## config.mk

```make
export PLATFORM = sky130hd
export DESIGN_NAME = rct_top
export DESIGN_NICKNAME = d
export VERILOG_FILES = /design/src/pkg/rct_pkg.sv /design/src/hw/rct_sync2.sv /design/src/hw/rct_top.sv
export SDC_FILE = /design/constraint.sdc
export NUM_CORES = 1
export LEC_CHECK = 0
export ABC_CLOCK_PERIOD_IN_PS = 3400
export BUFFER_PORTS_ARGS = -buffer_cell sky130_fd_sc_hd__clkbuf_2
export CORE_MARGIN = 2
export CORE_UTILIZATION = 30
export CTS_BUF_LIST = sky130_fd_sc_hd__clkbuf_4 sky130_fd_sc_hd__clkbuf_8 sky130_fd_sc_hd__clkbuf_16
export DETAILED_ROUTE_END_ITERATION = 8
export GPL_TIMING_DRIVEN = 0
export MAX_ROUTING_LAYER = met4
export PLACE_DENSITY_LB_ADDON = 0.3
export REMOVE_ABC_BUFFERS = 1
export SETUP_SLACK_MARGIN = 0.05
export SLEW_MARGIN = 30
export SYNTH_ARGS = -nofsm -noshare
export SYNTH_HDL_FRONTEND = slang
export SYNTH_SLANG_ARGS = --single-unit
```

## constraint.sdc

```tcl
create_clock -name clk -period 3.4 [get_ports clk]
set_clock_uncertainty 0.1 [all_clocks]
set_input_delay 0.34 -clock clk [delete_from_list [all_inputs] [get_ports clk]]
set_output_delay 0.34 -clock clk [all_outputs]
set_load 0.01 [all_outputs]
```

## src/pkg/rct_pkg.sv

```systemverilog
package rct_pkg;
  // Register byte addresses (printed offsets are multiples of four).
  localparam logic [7:0] RCT_ADDR_CR0 = 8'hA0;
  localparam logic [7:0] RCT_ADDR_CR1 = 8'hA4;
  localparam logic [7:0] RCT_ADDR_CR2 = 8'hA8;
  localparam logic [7:0] RCT_ADDR_CNTL = 8'hAC;
  localparam logic [7:0] RCT_ADDR_CNTH = 8'hB0;
  localparam logic [7:0] RCT_ADDR_STAT = 8'hB4;
  localparam logic [7:0] RCT_ADDR_TIMER = 8'hB8;
  localparam logic [7:0] RCT_CR0_RST = 8'h00;
  localparam logic [7:0] RCT_CR1_RST = 8'h00;
  localparam logic [7:0] RCT_CR2_RST = 8'h00;
  localparam logic [5:0] RCT_TIMER_RST = 6'h00;
  // Control 0 field positions.
  localparam int RCT_CR0_EN = 0;
  localparam int RCT_CR0_MODE_LO = 1;
  localparam int RCT_CR0_OUT_LO = 6;
  // Control 1 field positions.
  localparam int RCT_CR1_CHAIN = 7;
  localparam int RCT_CR1_CLKSEL_LO = 5;
  localparam int RCT_CR1_INV = 3;
  localparam int RCT_CR1_INSEL_LO = 0;
  // Control 2 field positions.
  localparam int RCT_CR2_PXD = 2;
  typedef enum logic [1:0] {
    RCT_MODE_STOP_EVT = 2'b00,
    RCT_MODE_PULSE = 2'b01,
    RCT_MODE_PERIOD = 2'b10,
    RCT_MODE_CONT = 2'b11
  } rct_mode_e;
  typedef enum logic [1:0] {
    RCT_OUT_INPUT = 2'b00,
    RCT_OUT_IRQ = 2'b01,
    RCT_OUT_LOW = 2'b10,
    RCT_OUT_HIGH = 2'b11
  } rct_out_e;
  typedef enum logic [1:0] {
    RCT_ST_IDLE = 2'b00,
    RCT_ST_WAIT = 2'b01,
    RCT_ST_RUN = 2'b10,
    RCT_ST_HELD = 2'b11
  } rct_state_e;
  localparam logic [7:0] RCT_CNT_MAX = 8'hFF;
  localparam logic [7:0] RCT_CNT_ZERO = 8'h00;
  localparam logic [5:0] RCT_TMR_ZERO = 6'h00;
  localparam logic [2:0] RCT_DIV_MAX = 3'h7;
endpackage

```

## src/hw/rct_sync2.sv

```systemverilog
`timescale 1ns/1ps
// Two-flop synchroniser for one level from outside the clock domain.
module rct_sync2 import rct_pkg::*; (
  // Clock and reset
  input wire logic clk,
  input wire logic rst,
  // Level in and out
  input wire logic din,
  output logic dout
);
  typedef struct packed {
    logic s1;
    logic s2;
  } rct_sync_s;
  rct_sync_s st_q;
  rct_sync_s st_d;
  always_comb begin
    st_d = st_q;
    st_d.s1 = din;
    st_d.s2 = st_q.s1;
  end
  always_ff @(posedge clk) begin
    if (rst) begin
      st_q <= '0;
    end else begin
      st_q <= st_d;
    end
  end
  assign dout = st_q.s2;
endmodule

```

## src/hw/rct_top.sv

```systemverilog
// Design decision made here: the Wishbone interface to the registers.
`timescale 1ns/1ps
// Operation
// - Two 8-bit capture up-counters, optionally chained to one 16-bit counter.
// - Timer runs on relaxation clock or count clock; chained counter runs on divided count clock.
// - One write setting enable starts counters at once and the timer two clocks later, through the synchroniser.
// - Timer terminal count captures the 16-bit counter contents.
// - Timer is a 6-bit down counter with terminal count; starts on enable.
// - Enable passes a two-stage synchroniser into the timer clock domain.
// - Each start loads the timer data register and counts down to zero.
// - Timer is one-shot only; it stops after one cycle, no reload.
// - Disabling then re-enabling restarts the timer from its loaded value.
// - Proximity-drive enable selects timer clock: relaxation clock or count clock.
// - At zero the terminal count output is high for one main clock cycle.
// - Terminal count low for loaded value periods; period adds one clock.
// - Output select routes input, interrupt, low or high counter output to pin.
// - Mode 00 counts from enable and stops on the selected event.
// - Mode 01 counts from input rising edge to next falling edge.
// - Mode 10 counts from one input rising edge to the next.
// - Mode 11 runs continuously, interrupt every 100h or 10000h counts.
// - Enable one counts; enable zero stops and clears all counters.
// - A mode-event stop holds the count for reading.
// - Chain clear keeps counters independent; set makes one 16-bit counter.
// - Clock select divides the main clock by 1, 2, 4 or 8.
// - Status clears when disabled and updates only while enabled and out of idle.
module rct_top import rct_pkg::*; #(
  parameter int INSEL_W = 3
) (
  // Clock and reset
  input wire logic clk,
  input wire logic rst,
  // Wishbone slave
  input wire logic wb_cyc_i,
  input wire logic wb_stb_i,
  input wire logic wb_we_i,
  input wire logic [7:0] wb_adr_i,
  input wire logic [31:0] wb_dat_i,
  input wire logic [3:0] wb_sel_i,
  output logic [31:0] wb_dat_o,
  output logic wb_ack_o,
  // Asynchronous event inputs and relaxation oscillator clock
  input wire logic [(1 << INSEL_W) - 1:0] event_in,
  input wire logic relaxation_osc_clock,
  // Outputs
  output logic sense_out,
  output logic timer_tc
);
  typedef struct packed {
    logic [7:0] cr0;
    logic [7:0] cr1;
    logic [7:0] cr2;
    logic [5:0] tmr_data;
    logic [7:0] cnt_lo;
    logic [7:0] cnt_hi;
    logic [7:0] cap_lo;
    logic [7:0] cap_hi;
    logic [5:0] tmr;
    logic tmr_run;
    logic tc;
    logic osc_prev;
    logic in_prev;
    logic [2:0] div;
    rct_state_e state;
    logic irq;
    logic out;
    logic ack;
    logic [31:0] rdata;
  } rct_s;
  rct_s st_q;
  rct_s st_d;

  logic en_sync;
  logic osc_sync;
  logic in_sync;
  logic en_raw;
  logic [INSEL_W - 1:0] insel;
  logic sel_in;

  assign en_raw = st_q.cr0[RCT_CR0_EN];
  assign insel = st_q.cr1[RCT_CR1_INSEL_LO +: INSEL_W];
  assign sel_in = event_in[insel];

  // The enable reaches the timer logic only through two flops.
  rct_sync2 u_en_sync (
    .clk(clk),
    .rst(rst),
    .din(en_raw),
    .dout(en_sync)
  );
  rct_sync2 u_osc_sync (
    .clk(clk),
    .rst(rst),
    .din(relaxation_osc_clock),
    .dout(osc_sync)
  );
  // Selected input is synchronised after the mux; the select is static while enabled.
  rct_sync2 u_in_sync (
    .clk(clk),
    .rst(rst),
    .din(sel_in),
    .dout(in_sync)
  );

  logic wr;
  logic rd_req;
  logic [1:0] clksel;
  logic cnt_tick;
  logic osc_rise;
  logic tmr_tick;
  logic in_pol;
  logic in_rise;
  logic in_fall;
  logic chain;
  logic lo_wrap;
  logic hi_wrap;
  logic count_en;
  logic stop_evt;
  rct_mode_e mode;

  always_comb begin
    st_d = st_q;
    wr = wb_cyc_i && wb_stb_i && wb_we_i && !st_q.ack && wb_sel_i[0];
    rd_req = wb_cyc_i && wb_stb_i && !st_q.ack;
    mode = rct_mode_e'(st_q.cr0[RCT_CR0_MODE_LO +: 2]);
    chain = st_q.cr1[RCT_CR1_CHAIN];
    clksel = st_q.cr1[RCT_CR1_CLKSEL_LO +: 2];
    // Divider gives a one-cycle enable at clk/1, /2, /4 or /8.
    st_d.div = st_q.div + 3'h1;
    case (clksel)
      2'b00: cnt_tick = 1'b1;
      2'b01: cnt_tick = st_q.div[0];
      2'b10: cnt_tick = &st_q.div[1:0];
      default: cnt_tick = (st_q.div == RCT_DIV_MAX);
    endcase
    st_d.osc_prev = osc_sync;
    osc_rise = osc_sync && !st_q.osc_prev;
    // Timer clock is the relaxation clock or the count clock.
    tmr_tick = st_q.cr2[RCT_CR2_PXD] ? cnt_tick : osc_rise;
    in_pol = in_sync ^ st_q.cr1[RCT_CR1_INV];
    st_d.in_prev = in_pol;
    in_rise = in_pol && !st_q.in_prev;
    in_fall = !in_pol && st_q.in_prev;

    // One-shot down-counting timer.
    st_d.tc = 1'b0;
    if (!en_sync) begin
      // Loaded while disabled so each enable restarts from the data value.
      st_d.tmr = st_q.tmr_data;
      st_d.tmr_run = 1'b1;
    end else if (st_q.tmr_run && tmr_tick) begin
      if (st_q.tmr == RCT_TMR_ZERO) begin
        st_d.tc = 1'b1;
        st_d.tmr_run = 1'b0;
      end else begin
        st_d.tmr = st_q.tmr - 6'h01;
      end
    end

    // Counter state machine.
    count_en = 1'b0;
    stop_evt = 1'b0;
    lo_wrap = (st_q.cnt_lo == RCT_CNT_MAX);
    hi_wrap = (st_q.cnt_hi == RCT_CNT_MAX);
    st_d.irq = 1'b0;
    case (st_q.state)
      RCT_ST_IDLE: begin
        if (en_raw) begin
          st_d.state = (mode == RCT_MODE_PULSE || mode == RCT_MODE_PERIOD)
            ? RCT_ST_WAIT : RCT_ST_RUN;
        end
      end
      RCT_ST_WAIT: begin
        if (in_rise) begin
          st_d.state = RCT_ST_RUN;
        end
      end
      RCT_ST_RUN: begin
        count_en = 1'b1;
        case (mode)
          RCT_MODE_STOP_EVT: stop_evt = in_rise;
          RCT_MODE_PULSE: stop_evt = in_fall;
          RCT_MODE_PERIOD: stop_evt = in_rise;
          default: stop_evt = 1'b0;
        endcase
        if (stop_evt) begin
          st_d.state = RCT_ST_HELD;
          st_d.irq = 1'b1;
        end
      end
      RCT_ST_HELD: begin
        st_d.state = RCT_ST_HELD;
      end
      default: st_d.state = RCT_ST_IDLE;
    endcase

    if (count_en && cnt_tick && !stop_evt) begin
      st_d.cnt_lo = st_q.cnt_lo + 8'h01;
      if (chain) begin
        if (lo_wrap) begin
          st_d.cnt_hi = st_q.cnt_hi + 8'h01;
        end
      end else begin
        st_d.cnt_hi = st_q.cnt_hi + 8'h01;
      end
      // Periodic interrupt every 100h counts, or 10000h when chained.
      if (mode == RCT_MODE_CONT && lo_wrap && (!chain || hi_wrap)) begin
        st_d.irq = 1'b1;
      end
    end

    // Timer terminal count captures the counter.
    if (st_q.tc && st_q.state != RCT_ST_IDLE) begin
      st_d.cap_lo = st_q.cnt_lo;
      st_d.cap_hi = st_q.cnt_hi;
    end

    // Output routing.
    case (rct_out_e'(st_q.cr0[RCT_CR0_OUT_LO +: 2]))
      RCT_OUT_INPUT: st_d.out = in_pol;
      RCT_OUT_IRQ: st_d.out = st_q.irq;
      RCT_OUT_LOW: st_d.out = lo_wrap && count_en;
      default: st_d.out = hi_wrap && count_en;
    endcase

    // Bus access: single-cycle ack, dropped the cycle after.
    st_d.ack = rd_req;
    if (rd_req) begin
      case (wb_adr_i)
        RCT_ADDR_CR0: st_d.rdata = {24'h000000, st_q.cr0};
        RCT_ADDR_CR1: st_d.rdata = {24'h000000, st_q.cr1};
        RCT_ADDR_CR2: st_d.rdata = {24'h000000, st_q.cr2};
        RCT_ADDR_CNTL: st_d.rdata = {24'h000000, st_q.cnt_lo};
        RCT_ADDR_CNTH: st_d.rdata = {24'h000000, st_q.cnt_hi};
        RCT_ADDR_STAT: st_d.rdata = {24'h000000, st_q.cap_hi};
        RCT_ADDR_TIMER: st_d.rdata = {26'h0000000, st_q.tmr_data};
        default: st_d.rdata = 32'h00000000;
      endcase
    end
    if (wr) begin
      case (wb_adr_i)
        RCT_ADDR_CR0: st_d.cr0 = wb_dat_i[7:0];
        RCT_ADDR_CR1: st_d.cr1 = wb_dat_i[7:0];
        RCT_ADDR_CR2: st_d.cr2 = wb_dat_i[7:0];
        RCT_ADDR_TIMER: st_d.tmr_data = wb_dat_i[5:0];
        default: st_d.cr0 = st_q.cr0;
      endcase
    end

    // Disable stops counting and clears counters and capture.
    if (!en_raw) begin
      st_d.state = RCT_ST_IDLE;
      st_d.cnt_lo = RCT_CNT_ZERO;
      st_d.cnt_hi = RCT_CNT_ZERO;
      st_d.cap_lo = RCT_CNT_ZERO;
      st_d.cap_hi = RCT_CNT_ZERO;
      st_d.irq = 1'b0;
    end
  end

  always_ff @(posedge clk) begin
    if (rst) begin
      st_q <= '0;
      st_q.cr0 <= RCT_CR0_RST;
      st_q.cr1 <= RCT_CR1_RST;
      st_q.cr2 <= RCT_CR2_RST;
      st_q.tmr_data <= RCT_TIMER_RST;
      st_q.state <= RCT_ST_IDLE;
    end else begin
      st_q <= st_d;
    end
  end

  assign wb_ack_o = st_q.ack;
  assign wb_dat_o = st_q.rdata;
  assign sense_out = st_q.out;
  assign timer_tc = st_q.tc;

  a_tc_one_cycle: assert property (@(posedge clk) disable iff (rst)
    st_q.tc |=> !st_q.tc) else $error("terminal count longer than one cycle");
  a_disable_clears: assert property (@(posedge clk) disable iff (rst)
    !en_raw |=> (st_q.cnt_lo == 8'h00 && st_q.cnt_hi == 8'h00)) else $error("counter not cleared");
  a_held_count: assert property (@(posedge clk) disable iff (rst)
    (st_q.state == RCT_ST_HELD && en_raw) |=> $stable(st_q.cnt_lo))
    else $error("held count changed");
  a_wait_no_count: assert property (@(posedge clk) disable iff (rst)
    (st_q.state == RCT_ST_WAIT && en_raw) |=> st_q.cnt_lo == $past(st_q.cnt_lo))
    else $error("counted while waiting for edge");
  a_chain_carry: assert property (@(posedge clk) disable iff (rst)
    (count_en && cnt_tick && !stop_evt && chain && !lo_wrap && en_raw) |=>
    $stable(st_q.cnt_hi)) else $error("high counter moved without carry");
  a_timer_oneshot: assert property (@(posedge clk) disable iff (rst)
    (st_q.tc && en_sync) |=> (!st_q.tmr_run && !st_q.tc)) else $error("timer reloaded");
  a_capture_tc: assert property (@(posedge clk) disable iff (rst)
    (st_q.tc && st_q.state != RCT_ST_IDLE && en_raw) |=> st_q.cap_lo == $past(st_q.cnt_lo))
    else $error("no capture on terminal count");
  a_ack_drop: assert property (@(posedge clk) disable iff (rst)
    wb_ack_o |=> !wb_ack_o) else $error("ack held too long");
  a_disabled_load: assert property (@(posedge clk) disable iff (rst)
    !en_sync |=> st_q.tmr == $past(st_q.tmr_data)) else $error("timer not loaded");
endmodule

```

==> summary.md <==
Top fanout value on the critical path: 14. Using the TritonRoute via totals, the vias-per-cell ratio works out to 5.071. The placement row count came out at 43.

For hold timing, the worst endpoint is u_osc_sync.st_d[0]. For this run the aggregate overflow at the end of global routing stands at 0. The tools report the hold path startpoint as relaxation_osc_clock. The maximum number of pins on one net before global-route repair is 55, and the area added between synthesis and finish is 12.58%. The run gives 44.8% as the fraction of power consumed by sequential logic. For this configuration, the core starts out at a cell density of 31.01%.

The number of setup buffers added after CTS is 0. In this run, distinct cell masters in the synthesized netlist total 56. Synthesis handed over a netlist of 466 instances. The share of total power dissipated in the clock network is 50.9%. The endpoint identified for the worst register-to-register timing path is st_q[70].

The number of flops mapped to enable cells by yosys is 0, and the die height is 124.3 um. The run gives 39.69% as the register area share after synthesis. The congestion estimate from routability-driven global placement came to 0.8343. STA classifies the critical path startpoint as a flip-flop. The library cell with the largest summed area after synthesis is sky130_fd_sc_hd__dfxtp_1. The power density relative to cell area is 465.0 nW/um^2, and the number of global-route vias before repair is 3249. Measured along the x axis, the die boundary spans 124.3 um. The min-delay analysis places its worst path in the category in -> reg. The first-pass iteration count of the detailed router was 4. The core region is 13990 sq um. In the post-synthesis netlist, the biggest area contributors are sky130_fd_sc_hd__dfxtp_1, sky130_fd_sc_hd__mux2i_1, sky130_fd_sc_hd__buf_4, sky130_fd_sc_hd__nor2_1, sky130_fd_sc_hd__mux4_2.

The sum of negative setup slack is 0 ns. The worst setup path is captured at a flip-flop. The setup path with the least slack is of type reg -> reg. The flow ran to the end, and the final reports show no timing, DRC or antenna violations. Gates resized during post-CTS repair numbered 0. For the worst-case hold slack, the log shows 0.1113 ns. The worst pin sits at a relative slew slack of 51.07%. The number of violations of the max-capacitance limit is 0, and the area share of the largest cell type after synthesis is 39.69%. The average wire per cell in the routed design is 15.48 um. 93 I/O pins were placed. By count the netlist is led by sky130_fd_sc_hd__dfxtp_1, sky130_fd_sc_hd__nor2_1, sky130_fd_sc_hd__mux2i_1. By instance count, the leading cell after synthesis is sky130_fd_sc_hd__dfxtp_1. Of all flip-flops after synthesis, the portion carrying an async set or reset was 0%. Counting cells, the worst reg-to-reg path comes to 6. The number of buffers inserted by port buffering was 41. Cell internal power was estimated by the tool at 1.796 mW.

The estimated wirelength of the detail-placed design is 7.487 mm, and the floorplan die area is 15440 sq um. For the total of hold buffers inserted after clock tree synthesis, the log shows 0. The cell chosen for the clock root was sky130_fd_sc_hd__clkbuf_16. The tools report the number of antenna violations at the first check in global routing as 1. TritonCTS built the clock tree. The final layout contains 558 nets. For the worst setup path, the data arrival time is 2.45 ns.

The analysis attributes to net switching a power of 0.4748 mW. The part of the cycle the worst path needs works out to 67.20%. The worst hold path passes through 2 cells. Setup slack on the worst reg-to-reg path comes out at 1.12 ns. The synthesized design contains 86 register bits. The routed design has 10.45 mm of wire. The deepest level of the CTS H-tree is 3, and the overall routing resource usage is 13.94%. The ratio of cells with drive above 1 in the final layout was 15.59%. The first global-routing pass estimated 17.04 mm of wire. Pin slew with the least headroom to its limit: 0.7318 ns. The DRC violation total after the first TritonRoute iteration was 166. In this run the remaining antenna-violating nets after routing total 0. The logs give 0 for the final setup violation count and 0 for the number of pins with negative max-slew slack in the final report.

For the standby leakage power, the log shows 2.101 nW. Based on the critical path, the design can be clocked at up to 437.7 MHz. In this run switching power makes up 20.91% of total power. The clock-pin slew on the worst setup and hold paths is 0.06 ns. The worst register-to-register path begins at st_q[75].

Setup repair after global routing left no endpoint under its margin. Hold violation count in the final report: 0. Yosys printed 0 warnings.

Via count: 3423. The flip-flop cell with the highest count after synthesis was sky130_fd_sc_hd__dfxtp_1. In this run the deepest clock path goes through 2 buffers.

After layout, the minimum clock period comes to 2.285 ns. TritonCTS created 9 clock buffers. The run gives 295.2 uV as the highest ir drop seen on vdd. Combinational logic is responsible for 4.3% of the overall power. The mean instance size in the synthesized netlist is 9.309 sq um. The logs give 0.34 ns for the clock network latency to the later pin of the worst-skew pair and 0 for the number of design rule violations left after detail routing.

The clock sink count was 86. In this run the cell area of the synthesized design comes to 4338 sq um. STA puts the critical path data required time at 3.56 ns.
==> registers in the layout, indices dropped and copies added, names as in the netlist <==
name / count
u_in_sync.dout: 1
st_q: 60
wb_ack_o: 1
mode: 2
timer_tc: 1
chain: 1
insel: 3
clksel: 2
u_in_sync.st_d: 1
wb_dat_o: 8
u_en_sync.dout: 1
u_en_sync.st_d: 1
en_raw: 1
u_osc_sync.dout: 1
sense_out: 1
u_osc_sync.st_d: 1
==> kinds of logic (layout without fill, tap and decap cells) <==
| kind of cell | after synthesis | in the layout | synth area share (%) |
|---|---|---|---|
| and+or+nand+nor | 163 | 163 | 19.38 |
| xor gates and xnor gates | 7 | 7 | 1.587 |
| buffers and inverters | 61 | 66 | 8.509 |
| DFF | 86 | 86 | 39.69 |
| other | 1 | 25 | 0.08645 |
| adders and majority gates | 11 | 11 | 3.173 |
| muxes | 67 | 67 | 17.62 |
| AOI/OAI and AO/OA | 70 | 70 | 9.952 |
==> critical path: stages, from the launching register on <==
cell and delay, ns:
sky130_fd_sc_hd__dfxtp_1 0.43, sky130_fd_sc_hd__ha_1 0.21, sky130_fd_sc_hd__nand3_1 0.22, sky130_fd_sc_hd__o21ai_0 0.42
sky130_fd_sc_hd__nand4_4 0.26, sky130_fd_sc_hd__or3_1 0.41, sky130_fd_sc_hd__a21oi_1 0.15
==> worst max-delay path by stage <==
| stage | start | end | slack [ns] |
|---|---|---|---|
| final | st_q[75] | st_q[70] | 1.12 |
| after global routing | st_q[75] | st_q[70] | 0.95 |
| after CTS | st_q[75] | st_q[72] | 1.12 |
| after detailed placement | wb_adr_i[3] | st_q[92] | 1.02 |
| after global placement | rst | en_raw | 0.55 |
| after floorplan | st_q[37] | st_q[79] | 1.43 |
==> routing by layer <==
metal / GRT usage, % / vias to the layer above / routed length (um)
li1: - / 1660 / -
met1: 17.92 / 1661 / 4868
met2: 22.05 / 86 / 5016
met3: 3.222 / 16 / 434
met4: 3.900 / 0 / 133
met5: - / - / 0
==> layout by cell type, fill, tap and decap left out, types with 3 or more instances in the layout <==
master	count
sky130_fd_sc_hd__dfxtp_1	86
sky130_fd_sc_hd__nor2_1	62
sky130_fd_sc_hd__mux2i_1	55
sky130_fd_sc_hd__clkbuf_2	40
sky130_fd_sc_hd__nand2_1	25
sky130_fd_sc_hd__conb_1	24
sky130_fd_sc_hd__o21ai_0	20
sky130_fd_sc_hd__a21oi_1	16
sky130_fd_sc_hd__nor2b_1	14
sky130_fd_sc_hd__nand3_1	13
sky130_fd_sc_hd__ha_1	11
sky130_fd_sc_hd__clkbuf_16	9
sky130_fd_sc_hd__inv_1	8
sky130_fd_sc_hd__nand4_1	8
sky130_fd_sc_hd__or3_1	8
sky130_fd_sc_hd__mux4_2	7
sky130_fd_sc_hd__or4_1	7
sky130_fd_sc_hd__and3_1	5
sky130_fd_sc_hd__mux2_2	5
sky130_fd_sc_hd__a31oi_1	5
sky130_fd_sc_hd__o31ai_1	4
sky130_fd_sc_hd__nor4_1	4
sky130_fd_sc_hd__a211oi_1	4
sky130_fd_sc_hd__o211ai_1	4
sky130_fd_sc_hd__a22oi_1	3
sky130_fd_sc_hd__xnor2_1	3
sky130_fd_sc_hd__xor2_1	3
sky130_fd_sc_hd__o21ai_1	3
sky130_fd_sc_hd__bufinv_16	3
==> layout make-up <==
type | instances | area [sq um]
Multi-Input combinational cell | 342 | 2340
Clock inverter | 5 | 106.4
Antenna cell | 1 | 2.502
Sequential cell | 86 | 1722
Timing Repair Buffer | 41 | 207.7
Fill cell | 1452 | 9105
Tap cell | 180 | 225.2
Inverter | 9 | 33.78
Clock buffer | 11 | 246.5
==> power groups by stage <==
stage	Clock (mW)	Combinational [mW]	Sequential, mW
final	1.16	0.0975	1.02
after floorplan	0	0.0451	1.04
after detailed placement	0	0.0963	1.04
after CTS	1.17	0.0970	1.02
after global placement	0	0.0951	1.04
after global routing	1.22	0.108	1.02
==> per-stage QoR <==
step	setup slack (ns)	cell area, sq um	cells	util (%)	power (mW)
global route	0.9498	4883	675	34.91	2.343
detailed placement	1.021	4528	658	32.37	1.137
finish	1.115	4883	675	34.91	2.271
CTS	1.119	4881	674	34.89	2.286
floorplan	1.427	4089	437	-	1.085
global placement	0.5461	4519	658	32.31	1.135
Note: power is estimated with default switching activity, not from simulation.
